File: config.mk
export PLATFORM = sky130hd
export DESIGN_NAME = sdc_seq
export DESIGN_NICKNAME = d
export VERILOG_FILES = /design/src/logic/sdc_pkg.sv /design/src/logic/sdc_tick.sv /design/src/logic/sdc_cmp_mux.sv /design/src/logic/sdc_seq.sv
export SDC_FILE = /design/constraint.sdc
export NUM_CORES = 1
export LEC_CHECK = 0
export BUFFER_PORTS_ARGS = -buffer_cell sky130_fd_sc_hd__buf_2
export CAP_MARGIN = 10
export CORE_UTILIZATION = 50
export DETAILED_ROUTE_END_ITERATION = 16
export HOLD_SLACK_MARGIN = 0.08
export PLACE_DENSITY = 0.7
export SLEW_MARGIN = 25
export SYNTH_ARGS = -nofsm -noshare
export SYNTH_HDL_FRONTEND = slang
export SYNTH_HIERARCHICAL = 1
export SYNTH_SLANG_ARGS = --single-unit
File: constraint.sdc
create_clock -name ref_clk_in -period 4.2 [get_ports ref_clk_in]
set_input_delay 0.42 -clock ref_clk_in [delete_from_list [all_inputs] [get_ports ref_clk_in]]
set_output_delay 0.42 -clock ref_clk_in [all_outputs]
set_load 0.05 [all_outputs]
File: src/logic/sdc_pkg.sv
//==========================================================
// Notes on behaviour
// - precharge: feedback follows comparator for PRE_MAX cycles
// - measure only after precharge, configured cycles
// - each cycle sample comparator, drive feedback
// - count high cycles; result is that count
// - total 5000 gives result in millivolts
// - each measurement cycle lasts fixed 25 clocks
// - four channels, two comparators, two inputs
// - total cycle count configurable up to 65535
// - comparator bitstream density decimated to binary
// - dual-slope: time second slope to zero
`default_nettype none
package sdc_pkg;
   //==========================================================
   // timing, counter width and reset channel
   localparam int unsigned CLK_HZ          = 100_000_000;
   localparam int unsigned CYC_CLOCKS      = 25;
   localparam int unsigned PRE_CYCLES_DEF  = 64;
   localparam int unsigned TOTAL_DEF       = 5000;
   localparam int unsigned CNT_W           = 16;
   localparam logic [1:0]  CH_RST          = 2'h0;
   //==========================================================
   // states
   typedef enum logic [2:0] {
      ST_IDLE  = 3'b000,
      ST_PRE   = 3'b001,
      ST_MEAS  = 3'b010,
      ST_SLOPE = 3'b011,
      ST_DONE  = 3'b100
   } sdc_state_t;
   //==========================================================
   // result carrier
   typedef struct packed {
      logic [1:0]       chan;
      logic [CNT_W-1:0] high_cnt;
      logic [CNT_W-1:0] slope_cnt;
   } sdc_result_t;
endpackage
`default_nettype wire

File: src/logic/sdc_tick.sv
`timescale 1ns/1ps
`default_nettype none
module sdc_tick
   import sdc_pkg::*;
#(
   parameter int unsigned PERIOD = CYC_CLOCKS
) (
   // clock and reset
   input  wire logic ref_clk_in,
   input  wire logic nrst_in,
   input  wire logic ce_in,
   // control
   input  wire logic run_in,
   output logic      tick_out
);
   localparam int unsigned W = $clog2(PERIOD);
   logic [W-1:0] cnt_r;
   // fixed period independent of data path
   always_ff @(posedge ref_clk_in) begin
      if (!nrst_in) begin
         cnt_r    <= '0;
         tick_out <= 1'b0;
      end else if (ce_in) begin
         if (!run_in || cnt_r == W'(PERIOD - 1)) begin
            cnt_r <= '0;
         end else begin
            cnt_r <= cnt_r + 1'b1;
         end
         tick_out <= run_in && (cnt_r == W'(PERIOD - 2));
      end
   end
endmodule
`default_nettype wire

File: src/logic/sdc_cmp_mux.sv
`timescale 1ns/1ps
`default_nettype none
module sdc_cmp_mux
   import sdc_pkg::*;
(
   // selection
   input  wire logic [1:0] chan_in,
   input  wire logic [1:0] cmp_in,
   // outputs
   output logic            in_sel_out,
   output logic            cmp_out
);
   // bit 1 picks comparator, bit 0 picks its input
   always_comb begin
      in_sel_out = chan_in[0];
      cmp_out    = cmp_in[chan_in[1]];
   end
endmodule
`default_nettype wire

File: src/logic/sdc_seq.sv
`timescale 1ns/1ps
`default_nettype none
module sdc_seq
   import sdc_pkg::*;
#(
   parameter int unsigned W       = CNT_W,
   parameter int unsigned PRE_MAX = PRE_CYCLES_DEF
) (
   // clock and reset
   input  wire logic            ref_clk_in,
   input  wire logic            nrst_in,
   input  wire logic            ce_in,
   // control
   input  wire logic            start_in,
   input  wire logic            scan_in,
   input  wire logic [1:0]      chan_in,
   input  wire logic [W-1:0]    total_in,
   input  wire logic            dual_in,
   // analog side
   input  wire logic [1:0]      cmp_in,
   output logic                 feedback_output_bit_out,
   output logic [1:0]           cmp_sel_out,
   output logic                 gnd_sel_out,
   // status and result
   output logic                 busy_out,
   output logic                 done_out,
   output sdc_result_t          result_out
);
   //==========================================================
   // declarations
   localparam int unsigned PW = $clog2(PRE_MAX + 1);
   sdc_state_t     state_r;
   logic [W-1:0]   cyc_r;
   logic [W-1:0]   high_r;
   logic [W-1:0]   slope_r;
   logic [PW-1:0]  pre_r;
   logic [1:0]     chan_r;
   logic [W-1:0]   total_r;
   logic           dual_r;
   logic           scan_r;
   logic           tick;
   logic           cmp;
   logic           in_sel;
   logic           run;
   logic           slope_go;
   assign run = (state_r == ST_PRE) || (state_r == ST_MEAS) || (state_r == ST_SLOPE);
   assign slope_go = (state_r == ST_MEAS) && tick && (cyc_r == total_r - 1'b1) && dual_r;
   //==========================================================
   // submodules
   sdc_tick #(.PERIOD(CYC_CLOCKS)) u_tick (
      .ref_clk_in (ref_clk_in),
      .nrst_in    (nrst_in),
      .ce_in      (ce_in),
      .run_in     (run),
      .tick_out   (tick)
   );
   sdc_cmp_mux u_mux (
      .chan_in    (chan_r),
      .cmp_in     (cmp_in),
      .in_sel_out (in_sel),
      .cmp_out    (cmp)
   );
   //==========================================================
   // sequencer
   always_ff @(posedge ref_clk_in) begin
      if (!nrst_in) begin
         state_r <= ST_IDLE;
         chan_r  <= CH_RST;
         total_r <= W'(TOTAL_DEF);
         dual_r  <= 1'b0;
         scan_r  <= 1'b0;
      end else if (ce_in) begin
         case (state_r)
            ST_IDLE, ST_DONE: begin
               if (start_in) begin
                  state_r <= ST_PRE;
                  chan_r  <= chan_in;
                  total_r <= (total_in == '0) ? W'(1) : total_in;
                  dual_r  <= dual_in;
                  scan_r  <= scan_in;
               end else if (state_r == ST_DONE && scan_r && chan_r != 2'h3) begin
                  // scan walks channels in turn
                  state_r <= ST_PRE;
                  chan_r  <= chan_r + 2'h1;
               end
            end
            ST_PRE: begin
               if (tick && pre_r == PW'(PRE_MAX - 1)) begin
                  state_r <= ST_MEAS;
               end
            end
            ST_MEAS: begin
               if (tick && cyc_r == total_r - 1'b1) begin
                  state_r <= dual_r ? ST_SLOPE : ST_DONE;
               end
            end
            ST_SLOPE: begin
               // grounded input: comparator trips once node reaches zero
               if (tick && (cmp || slope_r == '1)) begin
                  state_r <= ST_DONE;
               end
            end
            default: state_r <= ST_IDLE;
         endcase
      end
   end
   //==========================================================
   // counters
   always_ff @(posedge ref_clk_in) begin
      if (!nrst_in) begin
         cyc_r   <= '0;
         high_r  <= '0;
         slope_r <= '0;
         pre_r   <= '0;
      end else if (ce_in) begin
         if (state_r == ST_IDLE || state_r == ST_DONE) begin
            cyc_r   <= '0;
            high_r  <= '0;
            slope_r <= '0;
            pre_r   <= '0;
         end else if (tick) begin
            if (state_r == ST_PRE) begin
               pre_r <= pre_r + 1'b1;
            end
            if (state_r == ST_MEAS) begin
               cyc_r <= cyc_r + 1'b1;
               // ones density is the decimated result
               high_r <= high_r + W'(cmp);
            end
            if (state_r == ST_SLOPE) begin
               slope_r <= slope_r + 1'b1;
            end
         end
      end
   end
   //==========================================================
   // feedback, selection and busy outputs
   always_ff @(posedge ref_clk_in) begin
      if (!nrst_in) begin
         feedback_output_bit_out <= 1'b0;
         cmp_sel_out             <= 2'h0;
         gnd_sel_out             <= 1'b0;
         busy_out                <= 1'b0;
      end else if (ce_in) begin
         cmp_sel_out <= {chan_r[1], in_sel};
         busy_out    <= run;
         // discharge starts with the ground switch, not a cycle later
         gnd_sel_out <= (state_r == ST_SLOPE) || slope_go;
         if (state_r == ST_SLOPE || slope_go) begin
            feedback_output_bit_out <= 1'b0;
         end else if (tick && (state_r == ST_PRE || state_r == ST_MEAS)) begin
            // comparator decides next charge pulse
            feedback_output_bit_out <= cmp;
         end
      end
   end
   //==========================================================
   // result: raw count, millivolts when total is 5000 at 5 V
   always_ff @(posedge ref_clk_in) begin
      if (!nrst_in) begin
         done_out   <= 1'b0;
         result_out <= '0;
      end else if (ce_in) begin
         done_out <= 1'b0;
         if (run && state_r != ST_PRE) begin
            if ((state_r == ST_MEAS && tick && cyc_r == total_r - 1'b1 && !dual_r) ||
                (state_r == ST_SLOPE && tick && (cmp || slope_r == '1))) begin
               done_out            <= 1'b1;
               result_out.chan     <= chan_r;
               result_out.high_cnt <= (state_r == ST_MEAS) ? high_r + W'(cmp) : high_r;
               result_out.slope_cnt <= slope_r;
            end
         end
      end
   end
endmodule
`default_nettype wire

# == Word-level counts from Yosys, hierarchy flattened ==
# Index checks and enable logic that the tools add are counted.
# classes
addsub,7
order_cmp,1
n_eq_ne,15
n_mux,29
n_reduce_logical,41
# ops
operator,count
16-bit 2-to-1 mux,10
"16-bit by 1-bit adder with 16-bit output, second input constant",2
7-bit 2-to-1 mux,3
3-bit 2-to-1 mux,6
3-bit AND reduction,6
16-bit by 1-bit adder with 16-bit output,1
16-bit == test,1
"16-bit == test, second input constant",1
16-bit zero test,1
"16-bit by 1-bit subtractor with 16-bit output, second input constant",1
1-bit logical AND,14
3-bit case mux with 4 select lines,1
2-bit nonzero test,6
"5-bit == test, second input constant",2
"7-bit by 1-bit adder with 7-bit output, second input constant",1
"7-bit by 6-bit == test with 1-bit output, second input constant",1
1-bit logical OR,7
"3-bit by 2-bit == test with 1-bit output, second input constant",2
1-bit 2-to-1 mux,6
"2-bit inequality test, second input constant",3
"5-bit by 1-bit adder with 5-bit output, second input constant",1
5-bit 2-to-1 mux,1
5-bit AND reduction,1
2-bit 2-to-1 mux,2
other kinds (11),13
# word_totals
ff_bits,124
in_bits,26
output_inout_bits,40

# == Depth between registers and ports, before layout ==
# Gate-level depths: netlist of the first run.
# logic_depth
depth_word,7
depth_mapped,11
mapped_depth_nobuf,9

# == By module ==
# Netlist of the first run, hierarchy kept.
# modules_own_cells
module,instances,cells_per_inst,area_each_um2,seq_area_each_um2
sdc_seq,1,720,5919.4,2362.3
sdc_tick,1,38,316.6,120.1
sdc_cmp_mux,1,2,22.5,0.0

# == Worst setup path before layout of the first run ==
# OpenSTA, ideal clock, no wires.
# synth_path
path_kind,flip-flop to flip-flop
startpoint,register total_r[10]
endpoint,register result_out[15] (netlist bit)
setup_time_ps,119
t_arrival_ps,2306
required_time_ps,4081
setup_slack_ps,1775
stages_incl_launch_ff,10
path_buffers,2
period_less_slack_ps,2425
cell_sequence,dfxtp_1 > or4_1 > or3_1 > a211oi_2 > o32ai_1 > nor4_4 > a22oi_2 > buf_6 > buf_8 > mux2i_1
# synth_via
elab_chain_len,6
# synth_lines
element,line,rtl
"start, declared",sdc_seq.sv:38,logic [W-1:0] total_r;
"start signal, assigned",sdc_seq.sv:69,total_r <= W'(TOTAL_DEF);
"start signal, assigned",sdc_seq.sv:78,total_r <= (total_in == '0) ? W'(1) : total_in;
16-bit by 1-bit subtractor with 16-bit output,sdc_seq.sv:166,if ((state_r == ST_MEAS && tick && cyc_r == total_r - 1'b1 && !dual_r) ||
16-bit == test,sdc_seq.sv:166,
1-bit logical AND (2 in series),sdc_seq.sv:166,
1-bit logical OR,sdc_seq.sv:166,
3-bit AND reduction (no source line),-,
"end, declared",sdc_seq.sv:27,output sdc_result_t result_out
# Every way passes these cells.
# A chain may end at the register's enable or synchronous reset.

# == Worst setup path in the final report of the first run ==
# layout_path
startpoint,register total_r[0]
endpoint,register result_out[21] (netlist bit)
# Same word-level chain as after synthesis.

==> results of run 1 <==
worst paths after layout:
path,start,end,slack [ps]
hold / removal,total_in[9],total_r[9],230
setup / recovery,total_r[0],result_out[21],1160
hold reg to reg,result_out[12],result_out[12],460
setup reg to reg,total_r[0],result_out[21],1160
cell type report:
class | instances | area share [%]
clock buffers | 22 | 6.39
clock inverters | 10 | 2.58
inverters | 13 | 0.672
multi-input cells | 583 | 48.5
flip-flops and latches | 124 | 34.2
well taps | 168 | 2.89
repair buffers | 68 | 4.79
metal layers:
metal | wire length (um) | vias up
li1 | - | 2717
met1 | 6710 | 2530
met2 | 6490 | 141
met3 | 762 | 26
met4 | 262 | 0
met5 | 0 | -
power by group:
group / total, uW / switching [uW] / internal, uW
clock: 1620 / 535 / 1080
combinational: 177 / 115 / 62.1
sequential: 1220 / 24.4 / 1190
total: 3010 / 674 / 2340
synthesized netlist by cell type (3+ instances only):
cell type,instances,area [um^2]
or3_1,9,56.3
and3_1,14,87.6
ha_1,9,113
nor3_1,19,95.1
mux2i_1,40,400
o22ai_1,5,31.3
nand4_1,13,81.3
dfxtp_1,124,2480
nand2_1,147,552
inv_1,12,45.0
nand3b_1,3,22.5
buf_1,5,18.8
nand3_1,22,110
clkbuf_1,28,105
nor4_1,8,50.1
o21ai_0,20,100
a21oi_1,47,235
a22oi_1,4,30.0
a21o_1,6,45.0
xnor2_1,28,245
nand2b_1,10,62.6
nand4b_1,3,26.3
mux2_2,3,33.8
and4_1,8,70.1
nor2_1,80,300
o21a_1,3,22.5
o21bai_1,4,30.0
xor2_1,37,324
registers in the layout, summed over array words and instances, names as in the netlist, 2 cells and up:
register	flops
total_r	16
slope_r	16
high_r	16
result_out	34
state_r	3
cmp_sel_out	2
u_tick/cnt_r	5
pre_r	7
cyc_r	16
chan_r	2
stage by stage:
stage	total power [uW]	hold slack (ps)	setup slack, ps
global route	3100	223	955
detailed placement	1420	453	1200
finish	3010	228	1160
floorplan	1370	436	1770
global placement	1410	442	1380
CTS	3030	218	1170
cell families after synthesis:
group | count (synthesis) | synth area share (%)
buffers and inverters | 53 | 4.10
flip-flops | 124 | 39.7
XOR/XNOR | 65 | 9.10
AO/OA/AOI/OAI | 112 | 11.2
multiplexers | 44 | 7.18
AND/OR/NAND/NOR | 353 | 27.0
adder cells (fa/ha/maj) | 9 | 1.80
worst min-delay path: stages:
cell and delay, ps:
buf_2 90, nand2_1 40, nand3_1 70
==> run summary, run 1 <==
fin nets -> 842
pin count of the biggest net entering global routing -> 70
Tcrit/Tclk final -> 72.4%
most used routing layer -> met2
PwrDens -> 415 nW/um^2
Avg Cell Area, Syn -> 8.23 um^2
CTS H-Tree Depth -> 4
synth warn -> 6
CTS tree -> built
Die ar. -> 13000 um^2
unrepaired setup endpoints after global routing -> no
ys flop type -> dfxtp_1
cts hold-fix bufs -> 0
post-CTS setup-driven buffer insertion count -> 0
TritonCTS Sinks -> 124
outcome -> complete, no violations
Residual DRC -> 0
critical path startpoint category -> flip-flop
Max Cap Viol -> 0
Die X -> 114 um
Fin Clk Skew -> 11.0 ps
min Tclk post-route -> 3040 ps
I/O pin count -> 66
wire per inst -> 14.4 um
Max Buffers Root-to-Sink -> 2
relative max-transition margin -> 44.3%
worst skew pair latency -> 430 ps
DRT iter0 DRCs -> 483
layout cell share with drive strength beyond 1 -> 14.0%
total detailed-routing wirelength -> 14200 um
Synth Instances -> 760
cell chain of the critical path -> inv_1 -> ha_1 -> nor4b_4 -> xnor2_1 -> o2bb2ai_1 -> o32ai_1 -> nor4_4 -> a22oi_2 -> buf_4 -> mux2i_1
Synth Register Bits -> 124
global-route wire length before repair -> 24000 um
PortBufs -> 65
Min-Delay Path Class -> input pin to flip-flop
vias in the first global route -> 5061
utilization after layout -> 60.0%
Post-Syn Area -> 6260 um^2
sequential fraction of the synthesis area -> 39.7%
final std cells w/o fill -> 988
placer congestion estimate -> 0.846
Post-CTS Resized -> 0
VDD IR max -> 0.393 mV
Tightest Pin Transition -> 835 ps
Setup TNS -> 0 ps
area of the multi-input gates -> 3520 um^2
CP Class -> flip-flop to flip-flop
dpl cells -> 956
drt first pass iters -> 5
DP HPWL -> 9770 um
Data arrival, critical path -> 3390 ps
Rows -> 40
Post-Place Cell Area -> 6610 um^2
design area -> 7260 um^2
Critical Path Fanout Max -> 36
worst stage delay on the critical path -> 510 ps
final setup fails -> 0
Initial Util -> 51.7%
GRT Total Usage -> 23.5%
post-route ant nets -> 0
core area -> 12100 um^2
Vias per Instance -> 5.48
global-route met3 utilization -> 6.32%
Crit. End Element -> flip-flop
FILL cells -> 1091
GRT met1 Usage -> 30.9%
Top delay family on crit path -> compound AO/OA/AOI/OAI gates
Antenna diodes -> 0
Slowest cell on crit path -> buf_4
Post-synth EDFFs -> 0
commonest non-fill, non-tap cell in the layout -> nand2_1
chip height -> 114 um
WP buf/inv -> 2
Max Clock Freq -> 329 MHz
Hold Path Depth -> 3
Register Area -> 2480 um^2
clock root buffer -> clkbuf_16
M2 GR Usage -> 36.7%
Layout area overhead -> 16.1%
asr flop ratio synth -> 0%
CP required -> 4550 ps
syn nets -> 795
routed via count -> 5414
Distinct cells, synth -> 64
Worst Reg-to-Reg Cells -> 10
total gr overflow -> 0
Crit. path cell count -> 10
clock slew at reported path FFs -> 60 ps
cts bufs inserted -> 17
Fin. Hold Viols -> 0
initial antenna violation count -> 0
most frequent cells in the layout -> nand2_1, dfxtp_1, nor2_1
Final Slew Violations -> 0
Leakage -> 0.00301 uW
(Power assumes the default switching activity.)
==> inputs of run 2 (changes only) <==
- clock period: 4.2 -> 3.19 ns (I/O delays scaled with it)
==> run 2 against run 1 <==
Clock power increased by 30%. Sequential power up 31%. Final cell count grew 0.51%. Critical path depth is the same. Clock skew is 1.0 ps lower. Final area rose by 0.69%. Utilization rose by 0.41 points.
==> run summary, run 2 (synthesis gave the netlist of run 1 again) <==
outcome -> complete, no violations (unchanged)
DRT iter0 DRCs -> 289 (was 483)
CP startpoint -> total_r[0] (unchanged)
Slowest cell on crit path -> nor4b_4 (was buf_4)
post-route ant nets -> 0 (unchanged)
CTS H-Tree Depth -> 4 (unchanged)
layout cell share with drive strength beyond 1 -> 14.7% (was 14.0%)
PwrDens -> 539 nW/um^2 (was 415 nW/um^2)
Fin. Hold Viols -> 0 (unchanged)
Die ar. -> 13000 um^2 (unchanged)
Post-CTS Resized -> 0 (unchanged)
Antenna diodes -> 0 (unchanged)
Max Cap Viol -> 0 (unchanged)
TritonCTS Sinks -> 124 (unchanged)
min Tclk post-route -> 2810 ps (was 3040 ps)
initial antenna violation count -> 0 (unchanged)
Critical Path Fanout Max -> 36 (unchanged)
Register Area -> 2480 um^2 (unchanged)
area of the multi-input gates -> 3520 um^2 (about the same)
VDD IR max -> 0.359 mV (was 0.393 mV)
Residual DRC -> 0 (unchanged)
drt first pass iters -> 5 (unchanged)
Setup TNS -> 0 ps (unchanged)
Crit. End Element -> flip-flop (unchanged)
Tightest Pin Transition -> 845 ps (was 835 ps)
hold_ws -> 137 ps (was 228 ps)
total gr overflow -> 0 (unchanged)
Post-Place Cell Area -> 6660 um^2 (was 6610 um^2)
chip height -> 114 um (unchanged)
clock slew at reported path FFs -> 50 ps (was 60 ps)
global-route wire length before repair -> 24100 um (was 24000 um)
cell chain of the critical path -> inv_1 -> ha_1 -> nor4b_4 -> nand4b_1 -> and3_1 -> o32ai_1 -> nor4_4 -> a22oi_2 -> buf_12 -> mux2i_1 (was inv_1 -> ha_1 -> nor4b_4 -> xnor2_1 -> o2bb2ai_1 -> o32ai_1 -> nor4_4 -> a22oi_2 -> buf_4 -> mux2i_1)
FILL cells -> 1102 (was 1091)
Layout area overhead -> 16.9% (was 16.1%)
wire per inst -> 14.2 um (was 14.4 um)
largest register by flop count -> result_out (unchanged)
CTS tree -> built (unchanged)
Fin Clk Skew -> 9.96 ps (was 11.0 ps)
design area -> 7310 um^2 (was 7260 um^2)
most frequent cells in the layout -> nand2_1, dfxtp_1, nor2_1 (unchanged)
Final Slew Violations -> 0 (unchanged)
Data arrival, critical path -> 3140 ps (was 3390 ps)
Top delay family on crit path -> simple AND/OR/NAND/NOR gates (was compound AO/OA/AOI/OAI gates)
final std cells w/o fill -> 993 (was 988)
Largest register FFs -> 34 (unchanged)
dpl cells -> 961 (was 956)
PortBufs -> 65 (unchanged)
clock root buffer -> clkbuf_16 (unchanged)
WP buf/inv -> 2 (unchanged)
Hold Crit Start -> total_in[9] (unchanged)
vias in the first global route -> 5071 (was 5061)
final setup fails -> 0 (unchanged)
Initial Util -> 51.7% (unchanged)
cts bufs inserted -> 17 (unchanged)
Max Clock Freq -> 356 MHz (was 329 MHz)
Rows -> 40 (unchanged)
GRT Total Usage -> 23.4% (was 23.5%)
origin of the critical flop-to-flop path -> total_r[0] (unchanged)
DP HPWL -> 9600 um (was 9770 um)
I/O pin count -> 66 (unchanged)
fin nets -> 847 (was 842)
post-CTS setup-driven buffer insertion count -> 0 (unchanged)
Vias per Instance -> 5.44 (was 5.48)
Min-Delay Path Class -> input pin to flip-flop (unchanged)
total detailed-routing wirelength -> 14100 um (was 14200 um)
Die X -> 114 um (unchanged)
CP required -> 3520 ps (was 4550 ps)
pin count of the biggest net entering global routing -> 85 (was 70)
worst stage delay on the critical path -> 400 ps (was 510 ps)
placer congestion estimate -> 0.826 (was 0.846)
routed via count -> 5401 (was 5414)
commonest non-fill, non-tap cell in the layout -> nand2_1 (unchanged)
critical path startpoint category -> flip-flop (unchanged)
cts hold-fix bufs -> 0 (unchanged)
relative max-transition margin -> 43.7% (was 44.3%)
utilization after layout -> 60.4% (was 60.0%)
Tcrit/Tclk final -> 88.1% (was 72.4%)
Max Buffers Root-to-Sink -> 2 (unchanged)
CP Class -> flip-flop to flip-flop (unchanged)
Leakage -> 0.00306 uW (was 0.00301 uW)
unrepaired setup endpoints after global routing -> no (unchanged)
core area -> 12100 um^2 (unchanged)
worst skew pair latency -> 410 ps (was 430 ps)
-- run 2: final cells by class --
class	count	area share, %
multi-input cells	583	48.1
flip-flops and latches	124	33.9
clock buffers	23	6.81
repair buffers	73	5.44
well taps	168	2.87
clock inverters	9	2.14
inverters	13	0.667
-- run 2: power by group --
group / switching, uW / leakage, uW / total, uW / internal [uW]
registers: 32.2 / 0.00100 / 1600 / 1570
logic: 150 / 0.00173 / 235 / 85.3
clock network: 693 / 0.000324 / 2110 / 1410
-- run 2: worst paths after layout --
check,slack (ps),endpoint,cells after the start
max,380,result_out[8],10
min reg2reg,460,result_out[5],2
min,140,total_r[9],3
max reg2reg,380,result_out[8],10
-- run 2: worst min-delay path: stages --
cell and delay [ps]:
buf_2 90, nand2_1 40, nand3_1 60
-- run 2: per-layer routing --
layer | vias up | share of wire, % | global-route usage (%)
li1 | 2727 | - | -
met4 | 0 | 1.6 | 7.79
met2 | 108 | 46 | 37.7
met1 | 2545 | 49 | 31.2
met5 | - | 0 | 0
met3 | 21 | 3.5 | 5.26
-- run 2: per-stage QoR --
stage,setup slack [ps],power [uW]
3_5_place_dp,430,1870
6_report,381,3940
5_1_grt,144,4070
3_3_place_gp,558,1860
2_1_floorplan,765,1800
4_1_cts,414,3960
==> inputs of run 3 (changes only) <==
- PLACE_DENSITY: 0.7 -> 0.71
==> run 3 against run 2 <==
Final cell count is 0.10% lower. Sequential power about the same. Total power shrank 4.4%. First-iteration DRC count fell by 3.1%. Clock skew decreased by 3.0 ps. Non-clock buffer count unchanged. Die area did not move. Sequential cell count did not move. Count of clock-buffer cells in the layout decreased by 3. Highest routed layer unchanged.
==> run summary, run 3 (synthesis gave the netlist of run 1 again) <==
total gr overflow -> 0 (unchanged)
most frequent cells in the layout -> nand2_1, dfxtp_1, nor2_1 (unchanged)
clock slew at reported path FFs -> 60 ps (was 50 ps)
Die ar. -> 13000 um^2 (unchanged)
fin nets -> 847 (unchanged)
hold_ws -> 138 ps (was 137 ps)
DRT iter0 DRCs -> 280 (was 289)
PortBufs -> 65 (unchanged)
final setup fails -> 0 (unchanged)
vias in the first global route -> 5122 (was 5071)
post-CTS setup-driven buffer insertion count -> 0 (unchanged)
initial antenna violation count -> 0 (unchanged)
Post-Place Cell Area -> 6660 um^2 (unchanged)
relative max-transition margin -> 45.3% (was 43.7%)
GRT Total Usage -> 23.3% (was 23.4%)
global-route wire length before repair -> 23900 um (was 24100 um)
Tcrit/Tclk final -> 86.5% (was 88.1%)
CP required -> 3520 ps (about the same)
Post-CTS Resized -> 0 (unchanged)
routed via count -> 5434 (was 5401)
Critical Path Fanout Max -> 36 (unchanged)
min Tclk post-route -> 2760 ps (was 2810 ps)
Setup TNS -> 0 ps (unchanged)
Residual DRC -> 0 (unchanged)
critical path startpoint category -> flip-flop (unchanged)
placer congestion estimate -> 0.858 (was 0.826)
core area -> 12100 um^2 (unchanged)
Max Clock Freq -> 363 MHz (was 356 MHz)
outcome -> complete, no violations (unchanged)
Hold Path Depth -> 3 (unchanged)
VDD IR max -> 0.433 mV (was 0.359 mV)
worst skew pair latency -> 420 ps (was 410 ps)
Layout area overhead -> 15.9% (was 16.9%)
largest register by flop count -> result_out (unchanged)
I/O pin count -> 66 (unchanged)
area of the multi-input gates -> 3520 um^2 (unchanged)
Fin. Hold Viols -> 0 (unchanged)
design area -> 7250 um^2 (was 7310 um^2)
DP HPWL -> 9930 um (was 9600 um)
drt first pass iters -> 5 (unchanged)
Max Buffers Root-to-Sink -> 2 (unchanged)
CTS tree -> built (unchanged)
Data arrival, critical path -> 3090 ps (was 3140 ps)
unrepaired setup endpoints after global routing -> no (unchanged)
post-route ant nets -> 0 (unchanged)
commonest non-fill, non-tap cell in the layout -> nand2_1 (unchanged)
CP Class -> flip-flop to flip-flop (unchanged)
Final Slew Violations -> 0 (unchanged)
Vias per Instance -> 5.48 (was 5.44)
Leakage -> 0.00302 uW (was 0.00306 uW)
cts bufs inserted -> 17 (unchanged)
Worst Reg-to-Reg Cells -> 10 (unchanged)
total detailed-routing wirelength -> 14300 um (was 14100 um)
Largest register FFs -> 34 (unchanged)
wire per inst -> 14.4 um (was 14.2 um)
layout cell share with drive strength beyond 1 -> 14.4% (was 14.7%)
Rows -> 40 (unchanged)
Die X -> 114 um (unchanged)
PwrDens -> 520 nW/um^2 (was 539 nW/um^2)
Tightest Pin Transition -> 819 ps (was 845 ps)
CTS H-Tree Depth -> 4 (unchanged)
TritonCTS Sinks -> 124 (unchanged)
pin count of the biggest net entering global routing -> 71 (was 85)
FILL cells -> 1069 (was 1102)
chip height -> 114 um (unchanged)
Antenna diodes -> 0 (unchanged)
Initial Util -> 51.7% (unchanged)
clock root buffer -> clkbuf_16 (unchanged)
Min-Delay Path Class -> input pin to flip-flop (unchanged)
Crit. End Element -> flip-flop (unchanged)
Max Cap Viol -> 0 (unchanged)
Register Area -> 2480 um^2 (unchanged)
cts hold-fix bufs -> 0 (unchanged)
Fin Clk Skew -> 6.98 ps (was 9.96 ps)
## run 3: power by group
part | total [uW] | switching, uW | internal (uW)
sequential | 1600 | 32.3 | 1570
clock | 1930 | 691 | 1240
combinational | 235 | 150 | 85.5
## run 3: final cells by class
cell class                 count  share of cell area [%]
timing repair buffer          73                    5.49
clock inverter                11                    2.00
multi-input combinational    583                    48.5
clock buffer                  20                    6.16
tap                          168                    2.90
sequential                   124                    34.2
inverter                      13                   0.673
## run 3: metrics by stage
| step | total power (uW) | setup WS [ps] | util (%) | cells |
|---|---|---|---|---|
| 5_1_grt | 3900 | 229 | 59.9 | 992 |
| 4_1_cts | 3790 | 426 | 59.9 | 992 |
| 3_5_place_dp | 1870 | 455 | 55.0 | 961 |
| 3_3_place_gp | 1860 | 550 | 55.0 | 961 |
| 2_1_floorplan | 1800 | 765 | - | 760 |
| 6_report | 3770 | 432 | 59.9 | 992 |
## run 3: metal layers
layer  share of wire [%]  vias to the layer above  global-route usage, %
li1                    -                     2718                      -
met2                  47                       98                   38.6
met4                 2.1                        0                   10.5
met3                 3.4                       21                   4.57
met5                   0                        -                      0
met1                  47                     2597                   29.5
## run 3: critical path, stage by stage (launching register included)
cell,delay [ps]
dfxtp_1,360
inv_1,80
ha_1,300
nor4b_4,380
xnor2_1,100
o2bb2ai_1,130
o32ai_1,430
nor4_4,120
a22oi_2,220
buf_12,300
mux2i_1,260
## run 3: path summary, 6_finish.rpt
path | from | endpoint | slack (ps)
setup reg to reg | total_r[0] | result_out[23] | 430
hold reg to reg | result_out[9] | result_out[9] | 460
setup / recovery | total_r[0] | result_out[23] | 430
hold / removal | total_in[12] | total_r[12] | 140
